<file path="src/rtl/usart_spi_defines.svh">
// constants for the usart master spi transfer block
// Behaviour
// Software enables the transmitter before any transfer; it drives the clock.
// Enabled transmitter takes the serial output pin and drives shift data.
// Enabled receiver takes the serial input pin and feeds the shifter.
// Transfer clock pin carries the shift clock whenever the transmitter is on.
// A write to the data location starts a frame, also for receive.
// Written byte waits in the buffer until the shifter is free.
// Software reads the data location once per byte sent.
// On receive overflow the newest byte is dropped, older ones kept.
// Frame error, overrun and parity error bits always read zero.
// Transmit path is double buffered during shifting.
// No write collision flag, no double speed bit; rate set by divisor.
// Master only, no slave select; out is MOSI, in MISO, clock SCK.
// Polarity, phase and bit order behave like standard SPI settings.
// Status bit 7 is high while the receive buffer holds unread data.
// Disabling the receiver flushes the buffer and clears bit 7.
// Status bit 6 sets when a frame ends with no byte waiting.
// Bit 6 clears on interrupt service or a written one.
// Status bit 5 reads one while the transmit buffer can take a byte.
// Status bit 5 is set after reset.
// Software writes zeros to status bits 4 to 0.
// Receive interrupt needs control bit 7, global flag and bit 7 flag.
// Transmit interrupt needs control bit 6, global flag and bit 6 flag.
// Frames are eight bits and may follow back to back.
// Shift and sample on opposite edges; phase and polarity set which.
// Bit order one sends LSB first, zero MSB first, shared by both.
// Clock rate is system clock over two times divisor plus one.
// Empty interrupt needs its enable, global flag and empty flag.
// Transmit disable waits until shifter and buffer are empty.
`ifndef USART_SPI_DEFINES_SVH
`define USART_SPI_DEFINES_SVH

`define ADDR_STATUS 3'h0
`define ADDR_CONTROL 3'h1
`define ADDR_CONFIG 3'h2
`define ADDR_BAUD_LO 3'h3
`define ADDR_BAUD_HI 3'h4
`define ADDR_DATA 3'h5

`define ST_RXC 7
`define ST_TXC 6
`define ST_UDRE 5
`define CTL_RXCIE 7
`define CTL_TXCIE 6
`define CTL_BUFFER_EMPTY_IRQ_ENABLE 5
`define CTL_RXEN 4
`define CTL_TXEN 3
`define CTL_MASK 8'hF8
`define CFG_ORDER 2
`define CFG_PHASE 1
`define CFG_POL 0
`define CFG_RESET 3'h6

`define HALF_FIRST 4'h0
`define HALF_LAST 4'hF
`define RX_DEPTH 2'h2

`endif

</file>
<file path="src/rtl/usart_spi_pkg.sv">
// types for the usart master spi transfer block
package usart_spi_pkg;

  typedef enum logic [1:0] {
    ST_IDLE = 2'b01,
    ST_SHIFT = 2'b10
  } spi_state_t;

  typedef struct packed {
    spi_state_t state;
    logic [7:0] ctrl;
    logic [2:0] cfg;
    logic [11:0] baud;
    logic [11:0] cnt;
    logic [3:0] half;
    logic sck;
    logic tx_on;
    logic [7:0] tx_buf;
    logic buf_full;
    logic [7:0] tx_sr;
    logic [7:0] rx_sr;
    logic [1:0][7:0] rx_buf;
    logic [1:0] rx_count;
    logic txc;
    logic [7:0] rdata;
    logic sout;
    logic rx_irq;
    logic tx_irq;
    logic udre_irq;
  } spi_regs_t;

endpackage

</file>
<file path="src/rtl/usart_master_spi_transfer.sv">
// usart master spi transfer: registers, shifters, baud and buffers
`timescale 1ns/1ps
`default_nettype none
`include "usart_spi_defines.svh"

module usart_master_spi_transfer (
  input wire logic clock_i,
  input wire logic rst_n_i,
  input wire logic [2:0] address_i,
  input wire logic [7:0] write_data_i,
  input wire logic write_strobe_i,
  input wire logic read_strobe_i,
  output logic [7:0] read_data_o,
  input wire logic global_irq_enable_i,
  input wire logic tx_complete_irq_ack_i,
  input wire logic port_out_i,
  output logic serial_out_pin_o,
  output logic serial_out_override_o,
  input wire logic serial_in_pin_i,
  output logic serial_in_override_o,
  output logic transfer_clock_pin_o,
  output logic rx_complete_irq_o,
  output logic tx_complete_irq_o,
  output logic buffer_empty_irq_o
);

  usart_spi_pkg::spi_regs_t s_q;
  usart_spi_pkg::spi_regs_t s_d;

  logic rxc_now;
  logic udre_now;
  logic frame_end;

  assign rxc_now = (s_q.rx_count != 2'h0);
  assign udre_now = ~s_q.buf_full;

  always_comb begin
    logic tick;
    logic lead;
    logic smp;
    logic shf;
    logic fend;
    logic load;
    logic lsb;
    logic pha;
    logic rx_on;
    logic [7:0] rx_new;
    logic [1:0] cnt_pop;
    s_d = s_q;
    tick = 1'b0;
    lead = ~s_q.half[0];
    smp = 1'b0;
    shf = 1'b0;
    fend = 1'b0;
    load = 1'b0;
    // mode bits shared by transmitter and receiver
    lsb = s_q.cfg[`CFG_ORDER];
    pha = s_q.cfg[`CFG_PHASE];
    rx_on = s_q.ctrl[`CTL_RXEN];
    rx_new = s_q.rx_sr;
    cnt_pop = s_q.rx_count;

    unique case (s_q.state)
      usart_spi_pkg::ST_IDLE: begin
        s_d.sck = s_q.cfg[`CFG_POL];
        s_d.cnt = 12'h000;
        s_d.half = `HALF_FIRST;
        // start when a byte waits and the transmitter runs
        load = s_q.tx_on && s_q.buf_full;
      end
      usart_spi_pkg::ST_SHIFT: begin
        // half period is divisor plus one system clocks
        tick = (s_q.cnt == s_q.baud);
        if (tick) begin
          s_d.cnt = 12'h000;
        end else begin
          s_d.cnt = s_q.cnt + 12'h001;
        end
        if (tick) begin
          s_d.sck = ~s_q.sck;
          s_d.half = s_q.half + 4'h1;
          // opposite edges for sampling and shifting
          smp = pha ? ~lead : lead;
          shf = pha ? (lead && s_q.half != `HALF_FIRST)
                    : (!lead && s_q.half != `HALF_LAST);
          fend = (s_q.half == `HALF_LAST);
        end
      end
      default: begin
        s_d.state = usart_spi_pkg::ST_IDLE;
      end
    endcase

    // receive shifter only listens while the receiver owns the pin
    if (smp && rx_on) begin
      if (lsb) begin
        rx_new = {serial_in_pin_i, s_q.rx_sr[7:1]};
      end else begin
        rx_new = {s_q.rx_sr[6:0], serial_in_pin_i};
      end
    end
    s_d.rx_sr = rx_new;

    if (shf) begin
      if (lsb) begin
        s_d.tx_sr = {1'b1, s_q.tx_sr[7:1]};
      end else begin
        s_d.tx_sr = {s_q.tx_sr[6:0], 1'b1};
      end
    end

    // back to back frame when the buffer already holds the next byte
    if (fend) begin
      load = s_q.tx_on && s_q.buf_full;
    end

    if (load) begin
      s_d.tx_sr = s_q.tx_buf;
      s_d.buf_full = 1'b0;
      s_d.state = usart_spi_pkg::ST_SHIFT;
      s_d.cnt = 12'h000;
      s_d.half = `HALF_FIRST;
      s_d.sck = s_q.cfg[`CFG_POL];
    end else if (fend) begin
      s_d.state = usart_spi_pkg::ST_IDLE;
    end

    // receive fifo: pop on a data read, then push the new byte
    if (read_strobe_i && address_i == `ADDR_DATA && rxc_now) begin
      s_d.rx_buf[0] = s_q.rx_buf[1];
      cnt_pop = s_q.rx_count - 2'h1;
    end
    s_d.rx_count = cnt_pop;
    if (fend && rx_on) begin
      // full fifo keeps its older bytes and drops this one
      if (cnt_pop != `RX_DEPTH) begin
        s_d.rx_buf[cnt_pop[0]] = rx_new;
        s_d.rx_count = cnt_pop + 2'h1;
      end
    end
    if (!rx_on) begin
      s_d.rx_count = 2'h0;
    end

    // register writes
    if (write_strobe_i) begin
      case (address_i)
        `ADDR_STATUS: begin
          if (write_data_i[`ST_TXC]) begin
            s_d.txc = 1'b0;
          end
        end
        `ADDR_CONTROL: begin
          s_d.ctrl = write_data_i & `CTL_MASK;
        end
        `ADDR_CONFIG: begin
          s_d.cfg = write_data_i[2:0];
        end
        `ADDR_BAUD_LO: begin
          s_d.baud[7:0] = write_data_i;
        end
        `ADDR_BAUD_HI: begin
          s_d.baud[11:8] = write_data_i[3:0];
        end
        `ADDR_DATA: begin
          // a write to a full buffer is dropped without any flag
          if (!s_d.buf_full) begin
            s_d.tx_buf = write_data_i;
            s_d.buf_full = 1'b1;
          end
        end
        default: begin
        end
      endcase
    end
    if (tx_complete_irq_ack_i) begin
      s_d.txc = 1'b0;
    end
    // completion wins over a clear in the same cycle
    if (fend && !load) begin
      s_d.txc = 1'b1;
    end

    // transmitter stays on until shifter and buffer are drained
    s_d.tx_on = s_d.ctrl[`CTL_TXEN]
              | (s_q.tx_on
                 & ((s_q.state == usart_spi_pkg::ST_SHIFT)
                    | s_q.buf_full));

    // serial out pin: shift data while shifting, high while owned and idle, else the port value
    if (s_d.tx_on) begin
      if (s_d.state == usart_spi_pkg::ST_SHIFT) begin
        s_d.sout = lsb ? s_d.tx_sr[0] : s_d.tx_sr[7];
      end else begin
        s_d.sout = 1'b1;
      end
    end else begin
      s_d.sout = port_out_i;
    end

    // read data stands only in the cycle after the strobe
    s_d.rdata = 8'h00;
    if (read_strobe_i) begin
      case (address_i)
        `ADDR_STATUS: begin
          // error bits of the async modes read as zero
          s_d.rdata = {rxc_now, s_q.txc, udre_now, 5'h00};
        end
        `ADDR_CONTROL: begin
          s_d.rdata = s_q.ctrl;
        end
        `ADDR_CONFIG: begin
          s_d.rdata = {5'h00, s_q.cfg};
        end
        `ADDR_BAUD_LO: begin
          s_d.rdata = s_q.baud[7:0];
        end
        `ADDR_BAUD_HI: begin
          s_d.rdata = {4'h0, s_q.baud[11:8]};
        end
        `ADDR_DATA: begin
          s_d.rdata = s_q.rx_buf[0];
        end
        default: begin
          s_d.rdata = 8'h00;
        end
      endcase
    end

    // interrupt requests, gated by global flag and enables
    s_d.rx_irq = s_q.ctrl[`CTL_RXCIE] & global_irq_enable_i
               & rxc_now;
    s_d.tx_irq = s_q.ctrl[`CTL_TXCIE] & global_irq_enable_i
               & s_q.txc;
    s_d.udre_irq = s_q.ctrl[`CTL_BUFFER_EMPTY_IRQ_ENABLE] & global_irq_enable_i
                 & udre_now;
  end

  assign frame_end = (s_q.state == usart_spi_pkg::ST_SHIFT)
                   && (s_q.cnt == s_q.baud)
                   && (s_q.half == `HALF_LAST);

  always_ff @(posedge clock_i or negedge rst_n_i) begin
    if (!rst_n_i) begin
      s_q <= '0;
      s_q.state <= usart_spi_pkg::ST_IDLE;
      s_q.cfg <= `CFG_RESET;
      // empty buffer, so the empty flag reads set
      s_q.buf_full <= 1'b0;
    end else begin
      s_q <= s_d;
    end
  end

  assign read_data_o = s_q.rdata;
  assign serial_out_pin_o = s_q.sout;
  assign serial_out_override_o = s_q.tx_on;
  assign serial_in_override_o = s_q.ctrl[`CTL_RXEN];
  assign transfer_clock_pin_o = s_q.sck;
  assign rx_complete_irq_o = s_q.rx_irq;
  assign tx_complete_irq_o = s_q.tx_irq;
  assign buffer_empty_irq_o = s_q.udre_irq;
endmodule
`default_nettype wire

</file>
<file path="config.mk">
export PLATFORM = sky130hd
export DESIGN_NAME = usart_master_spi_transfer
export DESIGN_NICKNAME = d
export VERILOG_FILES = /design/src/rtl/usart_spi_pkg.sv /design/src/rtl/usart_master_spi_transfer.sv
export VERILOG_INCLUDE_DIRS = /design/src /design/src/rtl
export SDC_FILE = /design/constraint.sdc
export NUM_CORES = 1
export LEC_CHECK = 0
export BUFFER_PORTS_ARGS = -buffer_cell sky130_fd_sc_hd__buf_2
export CAP_MARGIN = 30
export CORE_ASPECT_RATIO = 2
export CORE_UTILIZATION = 45
export CTS_CLUSTER_SIZE = 30
export DETAILED_ROUTE_END_ITERATION = 6
export SYNTH_ARGS = -nofsm -noshare
export SYNTH_HDL_FRONTEND = slang
export SYNTH_SLANG_ARGS = --single-unit
export TNS_END_PERCENT = 10
</file>
<file path="constraint.sdc">
create_clock -name clock_i -period 7.1 [get_ports clock_i]
set_clock_uncertainty 0.1 [all_clocks]
set_input_delay 1.065 -clock clock_i [delete_from_list [all_inputs] [get_ports clock_i]]
set_output_delay 1.065 -clock clock_i [all_outputs]
set_load 0.005 [all_outputs]
</file>
# Yosys cells after proc, flatten, opt, wreduce, memory -nomap -nowiden
# Cells that the tools add are included.
[word_totals] inputBits=19 word_cells=130 regBits=96 out_inout_bits=15
[classes] n_reduce_logical=27 order_cmp=2 n_mux=47 bitwise_logic=13 n_eq_ne=13 add_sub_neg=4
[ops] cell="8-bit 2-to-1 mux" n=8
[ops] cell="8-bit case mux with 6 select lines" n=1
[ops] cell="17-bit case mux with 2 select lines" n=1
[ops] cell="1-bit 2-to-1 mux" n=20
[ops] cell="10-bit 2-to-1 mux" n=2
[ops] cell="19-bit 2-to-1 mux" n=1
[ops] cell="17-bit 2-to-1 mux" n=1
[ops] cell="16-bit bitwise mux" n=1
[ops] cell="12-bit by 1-bit adder with 12-bit output (second input constant)" n=1
[ops] cell="12-bit equality test" n=1
[ops] cell="12-bit 2-to-1 mux" n=1
[ops] cell="2-bit AND reduction" n=6
[ops] cell="3-bit nonzero test" n=4
[ops] cell="2-bit 2-to-1 mux" n=5
[ops] cell="1-bit logical AND" n=9
[ops] cell="9-bit 2-to-1 mux" n=1
[ops] cell="8-bit demux with 1-bit select" n=1
[ops] cell="4-bit 2-to-1 mux" n=2
[ops] cell="1-bit AND" n=7
[ops] cell="3-bit by 2-bit equality test with 1-bit output (second input constant)" n=2
[ops] cell="3-bit equality test (second input constant)" n=2
[ops] cell="3-bit AND reduction" n=2
[ops] cell="5-bit 2-to-1 mux" n=1
[ops] cell="4-bit by 1-bit adder with 4-bit output (second input constant)" n=1
[ops] cell="19 further kinds" n=25

# Longest topological paths before layout
[logic_depth] depth_word=12 depth_mapped=10 mapped_depth_nobuf=9

# Worst setup path before layout
# OpenSTA, ideal clock, no wires.
[synth_timing] kind="input port to flip-flop" startpoint="input address_i[1]" endpoint="register s_q[15] in the netlist's numbering" stages=10 t_arrival_ps=3157 t_required_ps=6921 setup_time_ps=79 n_path_buf=2 slack_ps=3764 path_cell_list="nand2b_1 clkbuf_1 nor3_1 buf_2 nand2_1 o21ai_0 inv_1 ha_1 nor4_4 mux2i_1"
[synth_lines] item="start: declaration" line="usart_master_spi_transfer.sv:9" text="input wire logic [2:0] address_i,"
[synth_lines] item="end: declaration" line="usart_master_spi_transfer.sv:27" text="usart_spi_pkg::spi_regs_t s_q;"

==> metrics.md <==
| Metric | Value |
|---|---|
| Worst slew pin tran | 1.01 ns |
| Crit path cell chain | buf_2, nand2b_1, nor3_2, xnor2_1, inv_1, ha_1, nor4_4, mux2i_1 |
| Initial DRC count | 167 |
| CP required | 7.26 ns |
| CP delay by family, top | simple AND/OR/NAND/NOR gates |
| Place WS | 2.77 ns |
| Rel. slew slack | 0.321 |
| Total core area | 0.0105 mm² |
| Worst Hold Class | flop to flop |
| Synth cell types | 43 |
| Top cells by area, synth | dfrtp_1 (48%), mux2i_1 (8.1%), mux2_2 (7.9%) |
| Final Slew Violations | 0 |
| Pwr dens | 270 mW/mm² |
| HPWL after DPL | 8.68 mm |
| CTS root buffer | clkbuf_16 |
| Asr flop ratio synth | 1.00 |
| Routed wire length | 11.3 mm |
| Final design utilization | 0.514 |
| Status | finished, final reports clean |
| Post-synth EDFFs | 0 |
| Yosys warns | 0 |
| Crit path DAT | 4.08 ns |
| P&R area growth vs syn | 11.3% |
| Fmax | 0.255 GHz |
| Endpoints failing hold | 0 |
| Largest net degree at the start of global routing | 72 |
| Num CTS Buffers | 9 |
| Final worst setup slack | ~3.2 ns |
| Synth area leader | dfrtp_1 |
| Simple-gate area share of the yosys netlist | 0.149 |
| Max clock buf depth | 2 |
| Minimum clock period | 3.92 ns |
| Cts hold-fix bufs | 0 |
| Clock sinks | 96 |
| Clock Latency Late Sink | between 0.3 and 0.4 ns |
| Unrepaired setup endpoints after global routing | no |
| Setup Fix Bufs, Post-CTS | 0 |
| GRT overflow | 0 |
| Post-Syn Nets | 492 |
| Post-synthesis mux area share | 0.160 |
| Vias | 3465 |
| Mean Syn Cell Area | 10.4 µm² |
| Layout Nets | 517 |
| Top FF cell, synth | dfrtp_1 |
| Synth Area in XOR/XNOR | 0.0289 |
| Number of core rows | 53 |
| Chip height | around 150 µm |
| Post-Synthesis Cells | 467 |
| Number of buffers and inverters on the critical path | 2 |
| Antenna Cells | 0 |
| CP Launch Point | address_i[1] |
| Sequential share of the synthesized area | 0.497 |
| Leak pwr | 2.40 nW |
| Initial Util | 0.462 |
| Tot GR Track Use | 0.224 |
| Endpoints failing setup | 0 |
| FF-to-FF Start | s_q[14] |
| CP max stage delay | 0.86 ns |
| Vias/cell | 5.47 |
| Max H-tree Level | 3 |
| Io pins | 34 |
| Vias in the first global route | 3519 |
| Seq cells post-synth | 96 |
| Maximum Capacitance Violations | 0 |
| CTS tree | done |
| Slowest CP cell | nor3_2 |
| Crit Path Max Fanout | 15 |
| Fin Setup TNS | 0 ns |
| Startpoint Class | primary input |
| DIE AREA | approximately 0.011 mm² |
| Synth Area in Compound Gates | 0.105 |
| I/O Buffers | 33 |
| Reg2Reg Setup Slack | between 3 and 4 ns |
| Synth Area in Adders | 0.0155 |
| Main combinational cell family by area after synthesis | multiplexers |
| Top cell type's share of synthesized area | 0.481 |
| Number of routed nets with antenna violations | 0 |
| Antenna violations before repair | 0 |
| Mapped cell area | between 0.004 and 0.005 mm² |
| Chip Width | 75.3 µm |
| Post-CTS sizing | 0 |
| Clock slew at reported path FFs | 0.06 ns |
| VDD IR max | 0.177 mV |
| Hold_sp | s_q[30] |
| Worst Setup End Kind | flop |
| # DRC | 0 |
| First-pass GRT wire length | about 18 mm |
| Layout cell share with drive strength beyond 1 | 0.196 |
| DRT Pass-1 Iters | 4 |
| Placer congestion estimate | 0.847 |
| Period utilization | 0.551 |
| Crit Path Class | primary input to flop |
| WL per Instance | 17.8 µm |
[placed cells by master, fill, tap and decap left out, types with 2 or more instances in the layout]
master      count
dfrtp_1        93
nand2_1        51
o21ai_0        49
mux2i_1        39
mux2_2         34
buf_2          32
nor2_1         29
inv_1          23
xnor2_1        14
a21oi_1        12
nor3_1         11
nand3_1         9
clkbuf_16       9
nand2b_1        8
and3_1          8
ha_1            6
nor4_1          5
o31ai_1         5
nor2b_1         5
buf_4           5
nand4_1         4
a31oi_1         4
a221oi_1        4
or4_1           3
a211oi_1        3
clkinvlp_4      3
dfstp_2         3
nor4_4          2
o22ai_1         2
o22a_1          2
and2_1          2
xor2_1          2
[cell usage after synthesis (all sizes together), types with 2 or more instances]
| library cell | instances |
|---|---|
| dfrtp | 93 |
| nand2 | 51 |
| o21ai | 49 |
| mux2i | 39 |
| mux2 | 34 |
| nor2 | 31 |
| inv | 23 |
| buf | 17 |
| xnor2 | 14 |
| a21oi | 12 |
| nor3 | 12 |
| nand3 | 9 |
| and3 | 8 |
| nand2b | 8 |
| nor4 | 7 |
| clkbuf | 6 |
| ha | 6 |
| nor2b | 5 |
| o31ai | 5 |
| a211oi | 4 |
| a221oi | 4 |
| a31oi | 4 |
| nand4 | 4 |
| dfstp | 3 |
| or4 | 3 |
| and2 | 2 |
| o22a | 2 |
| o22ai | 2 |
| xor2 | 2 |
[worst register-to-register path, stage by stage (launching register included)]
cell and delay [ns]:
dfrtp_1 0.36, inv_1 0.05, ha_1 0.23, nor3_2 0.84
xnor2_1 0.31, inv_1 0.15, ha_1 0.26, nor4_4 0.66
mux2i_1 0.27
[registers in the layout, summed over array words and instances, names as in the netlist]
register and count:
s_q 81, read_data_o 8, buffer_empty_irq_o 1, rx_complete_irq_o 1, serial_in_override_o 1, serial_out_override_o 1, serial_out_pin_o 1, transfer_clock_pin_o 1
tx_complete_irq_o 1
[kinds of logic (layout without fill, tap and decap cells)]
family                   after synthesis  in the layout
AND/OR/NAND/NOR                      143            143
XOR/XNOR                              16             16
buffers and inverters                 47             76
flip-flops                            96             96
adder cells (fa/ha/maj)                6              6
AO/OA/AOI/OAI                         86             86
multiplexers                          73             73
[cell type report]
cell class | count | area, µm²
Sequential cell | 96 | 2410
Clock buffer | 10 | 239
Multi-Input combinational cell | 324 | 2230
Inverter | 24 | 90.1
Tap cell | 137 | 171
Clock inverter | 5 | 57.6
Fill cell | 1008 | 5090
Timing Repair Buffer | 37 | 198
[stage by stage]
step / instances / power [W] / area, µm² / hold slack, ns
after floorplan: 467 / 0.000894 / 4840 / 0.346
after global placement: 618 / 0.000982 / 5090 / 0.366
after detailed placement: 618 / 0.000989 / 5090 / 0.374
after CTS: 633 / 0.00147 / 5390 / 0.388
after global routing: 633 / 0.00153 / 5390 / 0.415
final: 633 / 0.00146 / 5390 / 0.392
[power breakdown]
group          switching (W)  internal, W
Clock               0.000200     0.000280
Sequential         0.0000948     0.000628
Combinational       0.000130     0.000124
[routing by layer]
| metal | GRT usage | up-vias | wire length [µm] |
|---|---|---|---|
| met4 | 0.0889 | 0 | 315 |
| met2 | 0.404 | 50 | 6400 |
| met3 | 0.0461 | 20 | 239 |
| li1 | - | 1675 | - |
| met5 | 0 | - | 0 |
| met1 | 0.247 | 1720 | 4300 |
[path summary, 6_finish.rpt]
path                                 to  depth (start not counted)
worst min-delay path            s_q[30]                          2
min in group asynchronous       s_q[72]                          1
max in group asynchronous       s_q[38]                          2
worst min register to register  s_q[30]                          2
worst max-delay path            s_q[19]                          8
worst max register to register  s_q[19]                          8
No activity file was read; power rests on OpenSTA's default activity.
